$ cat src/rtl/erbp_pkg.sv
// Constants, states and carriers for the external reset and boot pin sequencer
//
// How it works
// - Supply-ready input is active high despite its name; functional reset line is active low.
// - Drive reset line low during reset, release it on entering the final reset phase.
// - A qualified falling edge on the reset line starts a functional reset.
// - Stay in the final reset phase while the line is held low outside.
// - Power-up sequence waits until the supply-ready input goes high.
// - Configuration comes from fuse values plus boot switches, sampled in reset.
// - Boot mode is chosen from boot-select pins combined with configuration switches.
// - Boot-select pins only weakly pulled down; board sets levels externally.
package erbp_pkg;

  localparam int SEL_W       = 2;
  localparam int SW_W        = 8;
  localparam int FUSE_W      = 8;
  localparam int CFG_W       = SEL_W + SW_W + FUSE_W;

  localparam int CLK_HZ      = 10_000_000;
  // Input filter span; covers ramp bounce with a 100 us RC limit
  localparam int FILT_US     = 100;
  localparam int FILT_CYC    = (FILT_US * (CLK_HZ / 1_000_000) > 0) ?
                               FILT_US * (CLK_HZ / 1_000_000) : 1;
  // Length of the early reset phases
  localparam int PHASE_US    = 10;
  localparam int PHASE_CYC   = (PHASE_US * (CLK_HZ / 1_000_000) > 0) ?
                               PHASE_US * (CLK_HZ / 1_000_000) : 1;
  localparam int CNT_W       = 16;

  typedef enum logic [1:0] {
    ERBP_BOOT_SERIAL = 2'h0,
    ERBP_BOOT_FUSE   = 2'h1,
    ERBP_BOOT_SWITCH = 2'h2,
    ERBP_BOOT_TEST   = 2'h3
  } erbp_boot_t;

  typedef enum logic [2:0] {
    ERBP_ST_NOPWR,
    ERBP_ST_PH1,
    ERBP_ST_PH2,
    ERBP_ST_FINAL,
    ERBP_ST_RUN
  } erbp_state_t;

  typedef struct packed {
    logic [SEL_W-1:0]  bootSel;
    logic [SW_W-1:0]   switches;
    logic [FUSE_W-1:0] fuses;
  } erbp_cfg_t;

  typedef struct packed {
    erbp_boot_t        mode;
    logic [SW_W-1:0]   switches;
    logic [FUSE_W-1:0] fuses;
  } erbp_boot_cfg_t;

endpackage : erbp_pkg

$ cat src/rtl/erbp_filter.sv
// Two-stage synchroniser followed by a stable-level filter
`timescale 1ns/10ps
module erbp_filter #(
  parameter int FILT_CYCLES = erbp_pkg::FILT_CYC,
  parameter bit RESET_LEVEL = 1'b0
) (
  input  wire logic clock,
  input  wire logic sys_rst,
  input  wire logic pinIn,
  output logic      level
);
  import erbp_pkg::*;

  // Counter width limits the filter span
  if (FILT_CYCLES < 1 || FILT_CYCLES >= (1 << CNT_W)) begin : g_bad_filt
    $error("erbp_filter: FILT_CYCLES out of range");
  end

  logic             meta_ff;
  logic             sync_ff;
  logic [CNT_W-1:0] stable_ff;

  always_ff @(posedge clock) begin
    if (sys_rst) begin
      meta_ff <= RESET_LEVEL;
      sync_ff <= RESET_LEVEL;
    end else begin
      meta_ff <= pinIn;
      sync_ff <= meta_ff;
    end
  end

  // Level changes only after the synced input holds for the full span
  always_ff @(posedge clock) begin
    if (sys_rst) begin
      stable_ff <= '0;
      level     <= RESET_LEVEL;
    end else if (sync_ff == level) begin
      stable_ff <= '0;
    end else if (stable_ff == CNT_W'(FILT_CYCLES - 1)) begin
      stable_ff <= '0;
      level     <= sync_ff;
    end else begin
      stable_ff <= stable_ff + CNT_W'(1);
    end
  end

  chk_filter_stable: assert property (@(posedge clock) disable iff (sys_rst)
    $changed(level) |-> $past(sync_ff) == level)
    else $error("filtered level changed without synced input agreeing");

endmodule : erbp_filter

$ cat src/rtl/erbp_sequencer.sv
// Reset sequencer: supply-ready wait, reset phases, reset pin drive, boot capture
`timescale 1ns/10ps
module erbp_sequencer #(
  parameter int FILT_CYCLES  = erbp_pkg::FILT_CYC,
  parameter int PHASE_CYCLES = erbp_pkg::PHASE_CYC
) (
  input  wire logic                   clock,
  input  wire logic                   sys_rst,
  input  wire logic                   supply_ready_n,
  input  wire logic                   rstLineIn_n,
  output logic                        rstLineOut_n,
  output logic                        rstLineOe,
  input  wire logic [erbp_pkg::SEL_W-1:0]  boot_select_pins,
  input  wire logic [erbp_pkg::SW_W-1:0]   boot_cfg_switches,
  input  wire logic [erbp_pkg::FUSE_W-1:0] fuseValues,
  output logic                        coreRst_n,
  output logic                        funcRstStart,
  output erbp_pkg::erbp_boot_cfg_t    bootCfg,
  output logic                        bootCfgValid
);
  import erbp_pkg::*;

  // Counter width limits the phase length
  if (PHASE_CYCLES < 1 || PHASE_CYCLES >= (1 << CNT_W)) begin : g_bad_phase
    $error("erbp_sequencer: PHASE_CYCLES out of range");
  end

  logic        supplyLevel;
  logic        lineLevel;
  logic        lineLevel_ff;
  erbp_cfg_t   cfgMeta_ff;
  erbp_cfg_t   cfgSync_ff;
  erbp_state_t state_ff;
  erbp_state_t nxt_state;
  logic [CNT_W-1:0] phaseCnt_ff;
  logic        lineFall;
  logic        phaseDone;

  // Debounced, synchronised copies of the active-high supply and active-low line inputs
  // Supply filter starts at not powered, so nothing runs before a clean high
  erbp_filter #(.FILT_CYCLES(FILT_CYCLES), .RESET_LEVEL(1'b0)) u_supply_filt (
    .clock   (clock),
    .sys_rst (sys_rst),
    .pinIn   (supply_ready_n),
    .level   (supplyLevel)
  );

  erbp_filter #(.FILT_CYCLES(FILT_CYCLES), .RESET_LEVEL(1'b0)) u_line_filt (
    .clock   (clock),
    .sys_rst (sys_rst),
    .pinIn   (rstLineIn_n),
    .level   (lineLevel)
  );

  // Boot pins and switches come from the board, so they are synchronised too
  always_ff @(posedge clock) begin
    if (sys_rst) begin
      cfgMeta_ff <= '0;
      cfgSync_ff <= '0;
    end else begin
      cfgMeta_ff <= '{boot_select_pins, boot_cfg_switches, fuseValues};
      cfgSync_ff <= cfgMeta_ff;
    end
  end

  always_ff @(posedge clock) begin
    if (sys_rst) begin
      lineLevel_ff <= 1'b0;
    end else begin
      lineLevel_ff <= lineLevel;
    end
  end

  // Only counted while running; our own drive low must not retrigger
  assign lineFall  = lineLevel_ff & ~lineLevel & (state_ff == ERBP_ST_RUN);
  assign phaseDone = (phaseCnt_ff == CNT_W'(PHASE_CYCLES - 1));

  always_comb begin
    nxt_state = state_ff;
    case (state_ff)
      ERBP_ST_NOPWR: if (supplyLevel) nxt_state = ERBP_ST_PH1;
      ERBP_ST_PH1:   if (phaseDone) nxt_state = ERBP_ST_PH2;
      ERBP_ST_PH2:   if (phaseDone) nxt_state = ERBP_ST_FINAL;
      // Release the pin here so the outside can be seen holding it low
      ERBP_ST_FINAL: if (phaseDone && lineLevel) nxt_state = ERBP_ST_RUN;
      ERBP_ST_RUN:   if (lineFall) nxt_state = ERBP_ST_PH2;
      default:       nxt_state = ERBP_ST_NOPWR;
    endcase
    // Loss of supply always wins
    if (!supplyLevel) begin
      nxt_state = ERBP_ST_NOPWR;
    end
  end

  always_ff @(posedge clock) begin
    if (sys_rst) begin
      state_ff <= ERBP_ST_NOPWR;
    end else begin
      state_ff <= nxt_state;
    end
  end

  always_ff @(posedge clock) begin
    if (sys_rst || nxt_state != state_ff) begin
      phaseCnt_ff <= '0;
    end else if (!phaseDone) begin
      phaseCnt_ff <= phaseCnt_ff + CNT_W'(1);
    end
  end

  // Pin drive: open-drain low until the final phase, then released to pull-up
  always_ff @(posedge clock) begin
    if (sys_rst) begin
      rstLineOut_n <= 1'b0;
      rstLineOe    <= 1'b1;
    end else begin
      rstLineOut_n <= 1'b0;
      rstLineOe    <= (nxt_state == ERBP_ST_NOPWR) || (nxt_state == ERBP_ST_PH1) ||
                      (nxt_state == ERBP_ST_PH2);
    end
  end

  always_ff @(posedge clock) begin
    if (sys_rst) begin
      coreRst_n    <= 1'b0;
      funcRstStart <= 1'b0;
    end else begin
      coreRst_n    <= (nxt_state == ERBP_ST_RUN);
      funcRstStart <= lineFall;
    end
  end

  function automatic erbp_boot_t decode_boot(input erbp_cfg_t c);
    erbp_boot_t m;
    m = erbp_boot_t'(c.bootSel);
    // Switch bit 0 lets a fuse-boot request fall back to the switches
    if (m == ERBP_BOOT_FUSE && c.switches[0]) begin
      m = ERBP_BOOT_SWITCH;
    end
    return m;
  endfunction : decode_boot

  // Captured through the whole reset, frozen when the device leaves reset
  always_ff @(posedge clock) begin
    if (sys_rst) begin
      bootCfg      <= '0;
      bootCfgValid <= 1'b0;
    end else if (nxt_state != ERBP_ST_RUN) begin
      bootCfg.mode     <= decode_boot(cfgSync_ff);
      bootCfg.switches <= cfgSync_ff.switches;
      bootCfg.fuses    <= cfgSync_ff.fuses;
      bootCfgValid     <= 1'b0;
    end else begin
      bootCfgValid <= 1'b1;
    end
  end

  chk_no_pwr_hold: assert property (@(posedge clock) disable iff (sys_rst)
    !supplyLevel |=> !coreRst_n && rstLineOe)
    else $error("sequence advanced without supply ready");

  chk_drive_in_reset: assert property (@(posedge clock) disable iff (sys_rst)
    (state_ff == ERBP_ST_PH1 || state_ff == ERBP_ST_PH2) |-> rstLineOe && !rstLineOut_n)
    else $error("reset line not driven low during reset phase");

  chk_release_run: assert property (@(posedge clock) disable iff (sys_rst)
    (state_ff == ERBP_ST_RUN) |-> !rstLineOe && coreRst_n)
    else $error("reset line still driven while running");

  chk_fall_restart: assert property (@(posedge clock) disable iff (sys_rst)
    (lineFall && supplyLevel) |=> funcRstStart && state_ff == ERBP_ST_PH2 ##1 rstLineOe)
    else $error("falling edge did not start functional reset");

  chk_final_hold: assert property (@(posedge clock) disable iff (sys_rst)
    (state_ff == ERBP_ST_FINAL && !lineLevel) |=> state_ff != ERBP_ST_RUN)
    else $error("left final phase while line held low");

  chk_final_exit: assert property (@(posedge clock) disable iff (sys_rst)
    (state_ff == ERBP_ST_FINAL && phaseDone && lineLevel && supplyLevel)
      |=> state_ff == ERBP_ST_RUN)
    else $error("final phase not left after line release");

  chk_cfg_frozen: assert property (@(posedge clock) disable iff (sys_rst)
    (bootCfgValid && $past(bootCfgValid)) |-> $stable(bootCfg))
    else $error("boot configuration changed while running");

  chk_boot_decode: assert property (@(posedge clock) disable iff (sys_rst)
    (nxt_state != ERBP_ST_RUN && cfgSync_ff.bootSel == 2'h0)
      |=> bootCfg.mode == ERBP_BOOT_SERIAL)
    else $error("boot mode not taken from boot-select pins");

  chk_active_low: assert property (@(posedge clock) disable iff (sys_rst)
    (state_ff == ERBP_ST_NOPWR && !supplyLevel) [*2] |-> !coreRst_n)
    else $error("low supply-ready taken as powered");

  // Pin data stays low; only the enable decides whether the line is pulled
  chk_open_drain: assert property (@(posedge clock) disable iff (sys_rst)
    !rstLineOut_n)
    else $error("reset line data driven high");

  chk_start_pulse: assert property (@(posedge clock) disable iff (sys_rst)
    funcRstStart |-> !coreRst_n && rstLineOe && $past(state_ff) == ERBP_ST_RUN)
    else $error("functional reset pulse outside a running device");

  chk_pulse_single: assert property (@(posedge clock) disable iff (sys_rst)
    funcRstStart |=> !funcRstStart)
    else $error("functional reset pulse longer than one cycle");

  chk_no_early_start: assert property (@(posedge clock) disable iff (sys_rst)
    (state_ff == ERBP_ST_NOPWR && !supplyLevel) |=> state_ff == ERBP_ST_NOPWR)
    else $error("power-up sequence began before supply ready");

  chk_cfg_track: assert property (@(posedge clock) disable iff (sys_rst)
    (nxt_state != ERBP_ST_RUN) |=> bootCfg.fuses == $past(cfgSync_ff.fuses) && !bootCfgValid)
    else $error("boot configuration not captured during reset");

  chk_switch_fallback: assert property (@(posedge clock) disable iff (sys_rst)
    (nxt_state != ERBP_ST_RUN && cfgSync_ff.bootSel == 2'h1 && cfgSync_ff.switches[0])
      |=> bootCfg.mode == ERBP_BOOT_SWITCH)
    else $error("boot mode ignored configuration switch");

endmodule : erbp_sequencer

$ cat config.mk
export PLATFORM = sky130hd
export DESIGN_NAME = erbp_sequencer
export DESIGN_NICKNAME = d
export VERILOG_FILES = /design/src/rtl/erbp_pkg.sv /design/src/rtl/erbp_filter.sv /design/src/rtl/erbp_sequencer.sv
export SDC_FILE = /design/constraint.sdc
export NUM_CORES = 1
export LEC_CHECK = 0
export ABC_AREA = 1
export BUFFER_PORTS_ARGS = -buffer_cell sky130_fd_sc_hd__buf_2
export CORE_MARGIN = 4
export CORE_UTILIZATION = 31
export CTS_CLUSTER_DIAMETER = 30
export CTS_CLUSTER_SIZE = 40
export DETAILED_ROUTE_END_ITERATION = 7
export GPL_TIMING_DRIVEN = 0
export HOLD_SLACK_MARGIN = 0.03
export PLACE_DENSITY_LB_ADDON = 0.12
export SETUP_SLACK_MARGIN = 0.05
export SLEW_MARGIN = 40
export SYNTH_ARGS = -nofsm -noshare
export SYNTH_HDL_FRONTEND = slang
export SYNTH_SLANG_ARGS = --single-unit
$ cat constraint.sdc
create_clock -name clock -period 2 [get_ports clock]
set_input_delay 0.4 -clock clock [delete_from_list [all_inputs] [get_ports clock]]
set_output_delay 0.4 -clock clock [all_outputs]
set_load 0.02 [all_outputs]
=== Yosys cells after proc, flatten, opt, wreduce, memory -nomap -nowiden ===
Index checks and enable logic that the tools add are counted.

* Add/subtract/negate cells: 3
* Eq/ne operators: 15
* Mux-type cells: 8
* Bitwise logic cells: 5
* Reductions and logical operators: 11

{| class="wikitable"
|+ Operators with widths
! operator !! count
|-
| $add A16 B1 Y16 const B || 3
|-
| $eq A16 B10 Y1 const B || 2
|-
| $eq A16 B7 Y1 const B || 1
|-
| $mux W3 || 5
|-
| $pmux W3 S5 || 1
|-
| $eq A3 B2 Y1 const B || 3
|-
| $eq A3 B1 Y1 const B || 2
|-
| $eq A3 B3 Y1 const B || 2
|-
| $logic_not A3 Y1 || 2
|-
| $reduce_or A3 Y1 || 2
|-
| $reduce_and A2 Y1 || 2
|-
| $logic_or A1 B1 Y1 || 3
|-
| $ne A3 B3 Y1 || 1
|-
| $ne A3 B3 Y1 const B || 1
|-
| $not A1 Y1 || 3
|-
| $and A1 B1 Y1 || 2
|-
| $eq A1 B1 Y1 || 2
|-
| $eq A2 B1 Y1 const B || 1
|-
| $logic_and A1 B1 Y1 || 2
|-
| $mux W2 || 1
|-
| $mux W1 || 1
|}

* Register bits after elaboration: 116
* Bits of input ports: 22
* Output and inout bits: 23
* Word-level logic and storage cells: 66

=== Logic depth before layout (Yosys ltp) ===
Gate-level depths: netlist (run 1).

* Depth after elaboration: 9
* Gate-level depth with buffers: 15

=== Hierarchy ===
Synthesis (run 1) repeated with hierarchy kept, for this count alone.

* Cell total of the unflattened synthesis: 624
* Area, all modules: 4717.0 µm²

{| class="wikitable"
|+ Modules (own cells, without submodules)
! module !! times used !! cells each !! area each (µm²) !! sequential area each (µm²)
|-
| erbp_sequencer || 1 || 344 || 2795.2 || 1541.5
|-
| erbp_filter at u_supply_filt || 1 || 141 || 989.7 || 380.4
|-
| erbp_filter at u_line_filt || 1 || 139 || 932.1 || 380.4
|}

=== Least setup slack after synthesis (run 1) ===
No wires, ideal clock.

* Path type: register to register
* Start: register phaseCnt_ff[0]
* End: register phaseCnt_ff[10]
* Setup time: 116 ps
* Arrival: 1592 ps
* Slack: 292 ps
* Cell stages (with the launch flop): 13
* Clock period less this slack: 1708 ps
* Cell sequence: dfxtp_1 ha_1 nand2_1 nor2_4 nand2_2 nand2_1 nand3_1 nand2_1 nand2_1 xor2_1 nand2_2 buf_6 nor2_2

* Word-level cells in the longest chain between the ends: 7

{| class="wikitable"
|+ Ends and longest elaborated chain
! element !! line !! RTL
|-
| start: declaration || erbp_sequencer.sv:35 || <nowiki>logic [CNT_W-1:0] phaseCnt_ff;</nowiki>
|-
| start signal: assignment || erbp_sequencer.sv:107 || <nowiki>phaseCnt_ff <= phaseCnt_ff + CNT_W'(1);</nowiki>
|-
| $eq A16 B7 Y1 || erbp_sequencer.sv:76 || <nowiki>assign phaseDone = (phaseCnt_ff == CNT_W'(PHASE_CYCLES - 1));</nowiki>
|-
| $logic_and A1 B1 Y1 || erbp_sequencer.sv:85 || <nowiki>ERBP_ST_FINAL: if (phaseDone && lineLevel) nxt_state = ERBP_ST_RUN;</nowiki>
|-
| $mux W3 || erbp_sequencer.sv:85 ||
|-
| $pmux W3 S5 || erbp_sequencer.sv:80 || <nowiki>case (state_ff)</nowiki>
|-
| $mux W3 || erbp_sequencer.sv:90 || <nowiki>if (!supplyLevel) begin</nowiki>
|-
| $ne A3 B3 Y1 || erbp_sequencer.sv:104 || <nowiki>if (sys_rst || nxt_state != state_ff) begin</nowiki>
|-
| $logic_or A1 B1 Y1 || erbp_sequencer.sv:104 ||
|}

Parallel ways exist; a longest one is shown, timed or not.
A chain may end at the register's enable or synchronous reset.

=== Final worst setup path (run 1) ===
* Start: register phaseCnt_ff[1]
* End: register phaseCnt_ff[6]

The elaborated chain is that of the path after synthesis.

==> qor.yml, run 1 <==
grt_antenna_before_repair: 0
ys.flop_type: "dfxtp_1"
p_leak_nw: 2.31
dpl.hpwl_um: 5930
syn_inst: 555
die_h_um: 127
area.sequential_um2: 2300
synth_area_leader_cell: "dfxtp_1"
drc: 0
firstDrtPassIters: 4
timing.rr.end: "phaseCnt_ff[6]"
critPathLaunchType: "flip-flop"
io_buffers: 43
cts_tree: "done"
peakVddDrop_mv: 0.547
cp_max_fo: 10
hp-class: "input port to flip-flop"
core_area_um2: 13800
final_core_utilization_pct: 39.6
p_per_area_nw_per_um2: 1010
vias: 3400
final_cell_mix: "nor2_1, dfxtp_1, inv_1"
drt_iter0_drc: 211
fp.dieW_um: 127
ys_warn_count: 0
finalHoldViolations: 0
dp.cells: 778
finalSetupTns_ns: 0
vias_per_cell: 4.18
grt_usage_pct: 11.5
syn_avg_cell_area_um2: 7.85
grt-ovfl-total: 0
grt_first_pass_wirelength_um: 14800
cp-end-kind: "flip-flop"
ys_top_cells_by_area: "dfxtp_1, nor2_1, inv_1"
gp_congestion: 0.764
synth_top_family_by_area: "simple AND/OR/NAND/NOR gates"
cts_buffers: 17
final.fill_count: 1426
clk_pin_slew_ns: 0.05
area_delta_synth_final_pct: 25.7
clockBufferDepth: 2
ys_async_sr_fraction_pct: 0
antenna-diode-count: 0
drt-total-wl_um: 8390
maxCapViolCount: 0
dieArea_um2: 16000
fin_crit_sh_pct: 90.4
synthSimpleGateAreaFrac_pct: 25.0
setup_viol: 0
max_freq_mhz: 553
finClkSkew_ns: 0.00706
initial_utilization_pct: 31.5
min_from: "boot_cfg_switches[2]"
cts_root_buffer: "clkbuf_16"
required_ns: 2.30
syn-num-nets: 580
r2r_cells: 12
ys_ff_latch: 115
syn-cell-area_um2: 4360
multi_input_area_um2: 1660
synth_cell_types: 32
hold_buffers: 0
final_common_cell: "nor2_1"
cts_sinks: 115
cts.htree.levels: 4
synth_top_cell_area_share_pct: 52.8
post_layout_nonfiller_instances: 814
drive_gt1_share_pct: 18.0
critical_path_class: "flip-flop to flip-flop"
outcome: "finished clean"
synth-xor-area-share_pct: 4.02
clk_latency_ns: 0.41
wl_per_cell_um: 10.3
fin_crit_ns: 1.81
rsz0062_at_grt: "false"
final_antenna_net_count: 0
slew_viol_final: 0
rows: 43
yosys.area_share.adder_pct: 0.861
first_global_vias: 3314
critPathCapture: "phaseCnt_ff[6]"
synthMuxAreaShare_pct: 0.258
reg2reg_slack_ns: 0.19
seq_area_frac_synth_pct: 52.8
num_io_pins: 45
synth_edf_count: 0
grt_max_degree: 17
reg2reg_from: "phaseCnt_ff[1]"
cp.arrival_ns: 2.10
fin_nets: 647
synth_compound_area_share_pct: 7.12
cp-startpoint: "phaseCnt_ff[1]"
-- registers in the layout, indices dropped and copies added (netlist names) --
name,count
state_ff,3
cfgSync_ff,18
u_supply_filt.sync_ff,1
phaseCnt_ff,16
u_line_filt.sync_ff,1
lineLevel_ff,1
coreRst_n,1
rstLineOe,1
cfgMeta_ff,18
u_supply_filt.stable_ff,16
bootCfg,18
u_supply_filt.meta_ff,1
funcRstStart,1
u_line_filt.level,1
u_supply_filt.level,1
u_line_filt.stable_ff,16
u_line_filt.meta_ff,1
-- metal layers --
layer  part of all wire (%)  GRT usage (%)  vias to the layer above
met5                      0              0                        -
met2                     44           18.1                       48
li1                       -              -                     1855
met1                     49           13.6                     1489
met3                    5.0           5.56                        8
met4                    1.1           4.16                        0
-- critical path, stage by stage, from the launching register on --
cell and delay (ns):
dfxtp_2 0.36, ha_4 0.16, nand2_1 0.08, nor2_4 0.15, nand2_2 0.11, nand2_1 0.07
nand3_1 0.06, nand2_1 0.09, nand2_1 0.08, xor2_1 0.15, nand2_2 0.17, buf_12 0.17
nor2_2 0.03
-- power by group --
part           internal, mW  switching, mW
clock network          1.95           1.06
registers              2.35         0.0233
logic                0.0728          0.103
-- cells by family (layout without fill, tap and decap cells) --
group | after synthesis | count (layout)
AND/OR/NAND/NOR | 250 | 250
flip-flops | 115 | 115
buffers and inverters | 107 | 186
AO/OA/AOI/OAI | 58 | 58
XOR/XNOR | 20 | 20
adder cells (fa/ha/maj) | 3 | 3
other | 1 | 1
multiplexers | 1 | 1
-- Yosys cell counts, drive strengths merged (6+ instances only) --
cell	count
inv	90
nand3	24
dfxtp	115
o21ai	29
nand2	56
nand4	6
xor2	16
nor3	15
clkbuf	9
buf	6
a21oi	21
nor2	140
-- through the flow --
stage	area (um2)	hold WS, ns	total power [mW]	setup slack (ns)
final	5480	0.191	5.56	0.191
after global routing	5480	0.175	5.78	0.0450
after CTS	5390	0.170	5.62	0.0522
after detailed placement	4800	0.393	2.59	0.0321
after global placement	4800	0.390	2.58	0.0191
after floorplan	4360	0.388	2.52	0.292
-- worst min path at each step --
stage,end,slack [ns],cells after the start
after floorplan,cfgSync_ff[0],0.39,2
after global placement,cfgSync_ff[14],0.39,2
after detailed placement,cfgSync_ff[12],0.39,2
after CTS,cfgMeta_ff[16],0.17,3
after global routing,cfgMeta_ff[9],0.17,3
final,cfgMeta_ff[10],0.19,3
-- repair_timing --
action	in CTS	in global routing
pin swaps	0	4
gates resized for setup	1	11
setup endpoints to repair	10	33
buffers inserted	0	5
-- layout make-up --
class	instances	area share [%]
multi-input combinational	333	30.4
sequential	115	42.1
clock inverter	12	2.88
buffer	15	1.67
timing repair buffer	48	4.61
tap	180	4.11
clock buffer	19	7.90
inverter	92	6.42
No activity file was read; power rests on OpenSTA's default activity.
==> run 2: changes to the inputs <==
Settings changed: CORE_UTILIZATION 31 to 58, GPL_ROUTABILITY_DRIVEN from default to 0.
==> qor.yml, run 2 (synthesis results as in run 1) <==
outcome: "finished clean"
slew_viol_final: 0  # unchanged
power.net_switching_mw: 1.30  # +9.9%
area_delta_synth_final_pct: 23.5
sw_frac_of_total_pct: 24.0  # +2.7 points
core_area_um2: 7290  # -47%
clk_pin_slew_ns: 0.06  # about the same
cp.arrival_ns: 2.25  # +0.15 ns
p_comb_share_pct: 3.3  # about the same
grt_first_pass_wirelength_um: 14100  # -4.2%
required_ns: 2.45  # +0.15 ns
maxCapViolCount: 0  # unchanged
fin_crit_ns: 1.80  # -0.00882 ns
seqPwrFrac_pct: 43.7  # +1.0 points
final_antenna_net_count: 0  # unchanged
cts_tree: "done"
drt_iter0_drc: 139  # -34%
grt_max_degree: 17  # unchanged
vias: 3519  # +3.5%
drive_gt1_share_pct: 18.8  # +0.79 points
drt-total-wl_um: 8480  # +1.1%
cts.htree.levels: 4  # unchanged
finClkSkew_ns: 0.0122  # +0.00515 ns
rsz0062_at_grt: "false"
critical_path_class: "flip-flop to flip-flop"
pwr-share-clk_pct: 53.0  # -1.2 points
critPathLaunchType: "flip-flop"
fin_crit_sh_pct: 90.0  # -0.44 points
peakVddDrop_mv: 0.767  # +40%
grt_usage_pct: 20.2  # +8.7 points
dpl.hpwl_um: 5630  # -5.0%
setup_ws_ns: 0.200  # +0.00882 ns
whs_ns: 0.0919  # -0.0994 ns
finalPower_mw: 5.42  # -2.5%
clockBufferDepth: 2  # unchanged
wl_per_cell_um: 11.6  # +12%
final_core_utilization_pct: 73.9  # +34 points
p_per_area_nw_per_um2: 1010  # -0.76%
p_leak_nw: 2.33  # +0.58%
antenna-diode-count: 0  # unchanged
dieArea_um2: 8970  # -44%
grt_antenna_before_repair: 0  # unchanged
drc: 0  # unchanged
final_cell_mix: "nor2_1, dfxtp_1, inv_1"
finalSetupTns_ns: 0  # unchanged
initial_utilization_pct: 59.8  # +28 points
hold_buffers: 0  # unchanged
hp-class: "input port to flip-flop"
cp-end-kind: "flip-flop"
cts_buffers: 17  # unchanged
final_common_cell: "nor2_1"
rows: 31  # -28%
finalHoldViolations: 0  # unchanged
die_h_um: 94.7  # -25%
final.fill_count: 561  # -61%
cts_root_buffer: "clkbuf_8"
first_global_vias: 3323  # +0.27%
max_freq_mhz: 556  # +0.49%
firstDrtPassIters: 4  # unchanged
preCtsSetupSlack_ns: 0.0488  # +0.0167 ns
fin_nets: 646  # -0.15%
cp_max_fo: 7  # -3
clk_latency_ns: 0.51  # +0.10 ns
fp.dieW_um: 94.7  # -25%
grt-ovfl-total: 0  # unchanged
top_regs: "bootCfg (18), cfgMeta_ff (18), cfgSync_ff (18)"
cts_sinks: 115  # unchanged
intPower_mw: 4.12  # -5.8%
io_buffers: 43  # unchanged
vias_per_cell: 4.80  # +15%
setup_viol: 0  # unchanged
num_io_pins: 45  # unchanged
run 2: changes by cell type in the layout (fill, tap and decap cells not counted), sizes merged:
| cell | change |
|---|---|
| buf | -3 |
| bufinv | -2 |
| clkinv | -4 |
| inv | +9 |
run 2: power by group through the flow:
stage                     logic, mW  registers [mW]  clock network [mW]
after detailed placement      0.166            2.42                   0
after floorplan              0.0989            2.42                   0
after global routing          0.205            2.37                3.02
after CTS                     0.168            2.37                2.92
final                         0.179            2.37                2.87
after global placement        0.161            2.41                   0
run 2: worst max-delay path, cell delays in order, from the launching register on:
cell       delay [ns]
dfxtp_4          0.37
ha_4             0.15
nand2_1          0.08
nor2_4           0.17
nand3_1          0.09
nand2_1          0.06
inv_1            0.04
nand2_1          0.07
nand2_1          0.07
nand2_1          0.06
nand2_1          0.06
nor2_2           0.15
nand2_4          0.11
clkbuf_16        0.18
nor2_2           0.06
run 2: repair_timing:
| action | in CTS | in global routing |
|---|---|---|
| pin swaps | 0 | 5 |
| endpoints found under the setup margin | 10 | 29 |
| setup buffers | 0 | 3 |
| endpoints found under the hold margin | 0 | 0 |
| gates resized for setup | 1 | 17 |
| cloned | 0 | 1 |
run 2: per-stage QoR:
stage | cell area [um2] | std cells
floorplan | 4360 | 555
global placement | 4700 | 697
detailed placement | 4700 | 697
CTS | 5270 | 729
global route | 5390 | 733
finish | 5390 | 733
run 2: cell type report:
class	instances	area [um2]	share of cell area, %
buffer	15	88.8	1.65
timing repair buffer	47	263	4.88
multi-input combinational	333	1680	31.2
clock inverter	15	156	2.90
sequential	115	2310	42.9
inverter	92	352	6.53
clock buffer	17	414	7.69
tap	99	124	2.30
run 2: path summary, 6_finish.rpt:
check | startpoint | slack (ns) | cells past startpoint | to
setup / recovery | phaseCnt_ff[0] | 0.20 | 14 | phaseCnt_ff[14]
hold / removal | fuseValues[2] | 0.09 | 3 | cfgMeta_ff[2]
setup reg to reg | phaseCnt_ff[0] | 0.20 | 14 | phaseCnt_ff[14]
hold reg to reg | cfgMeta_ff[9] | 0.40 | 2 | cfgSync_ff[9]
run 2: routing by layer:
layer | vias to the layer above | global-route usage [%] | share of wire [%]
li1 | 1842 | - | -
met5 | - | 0 | 0
met1 | 1605 | 24.4 | 45
met4 | 0 | 7.81 | 0.66
met2 | 68 | 33.9 | 50
met3 | 4 | 5.74 | 4.2
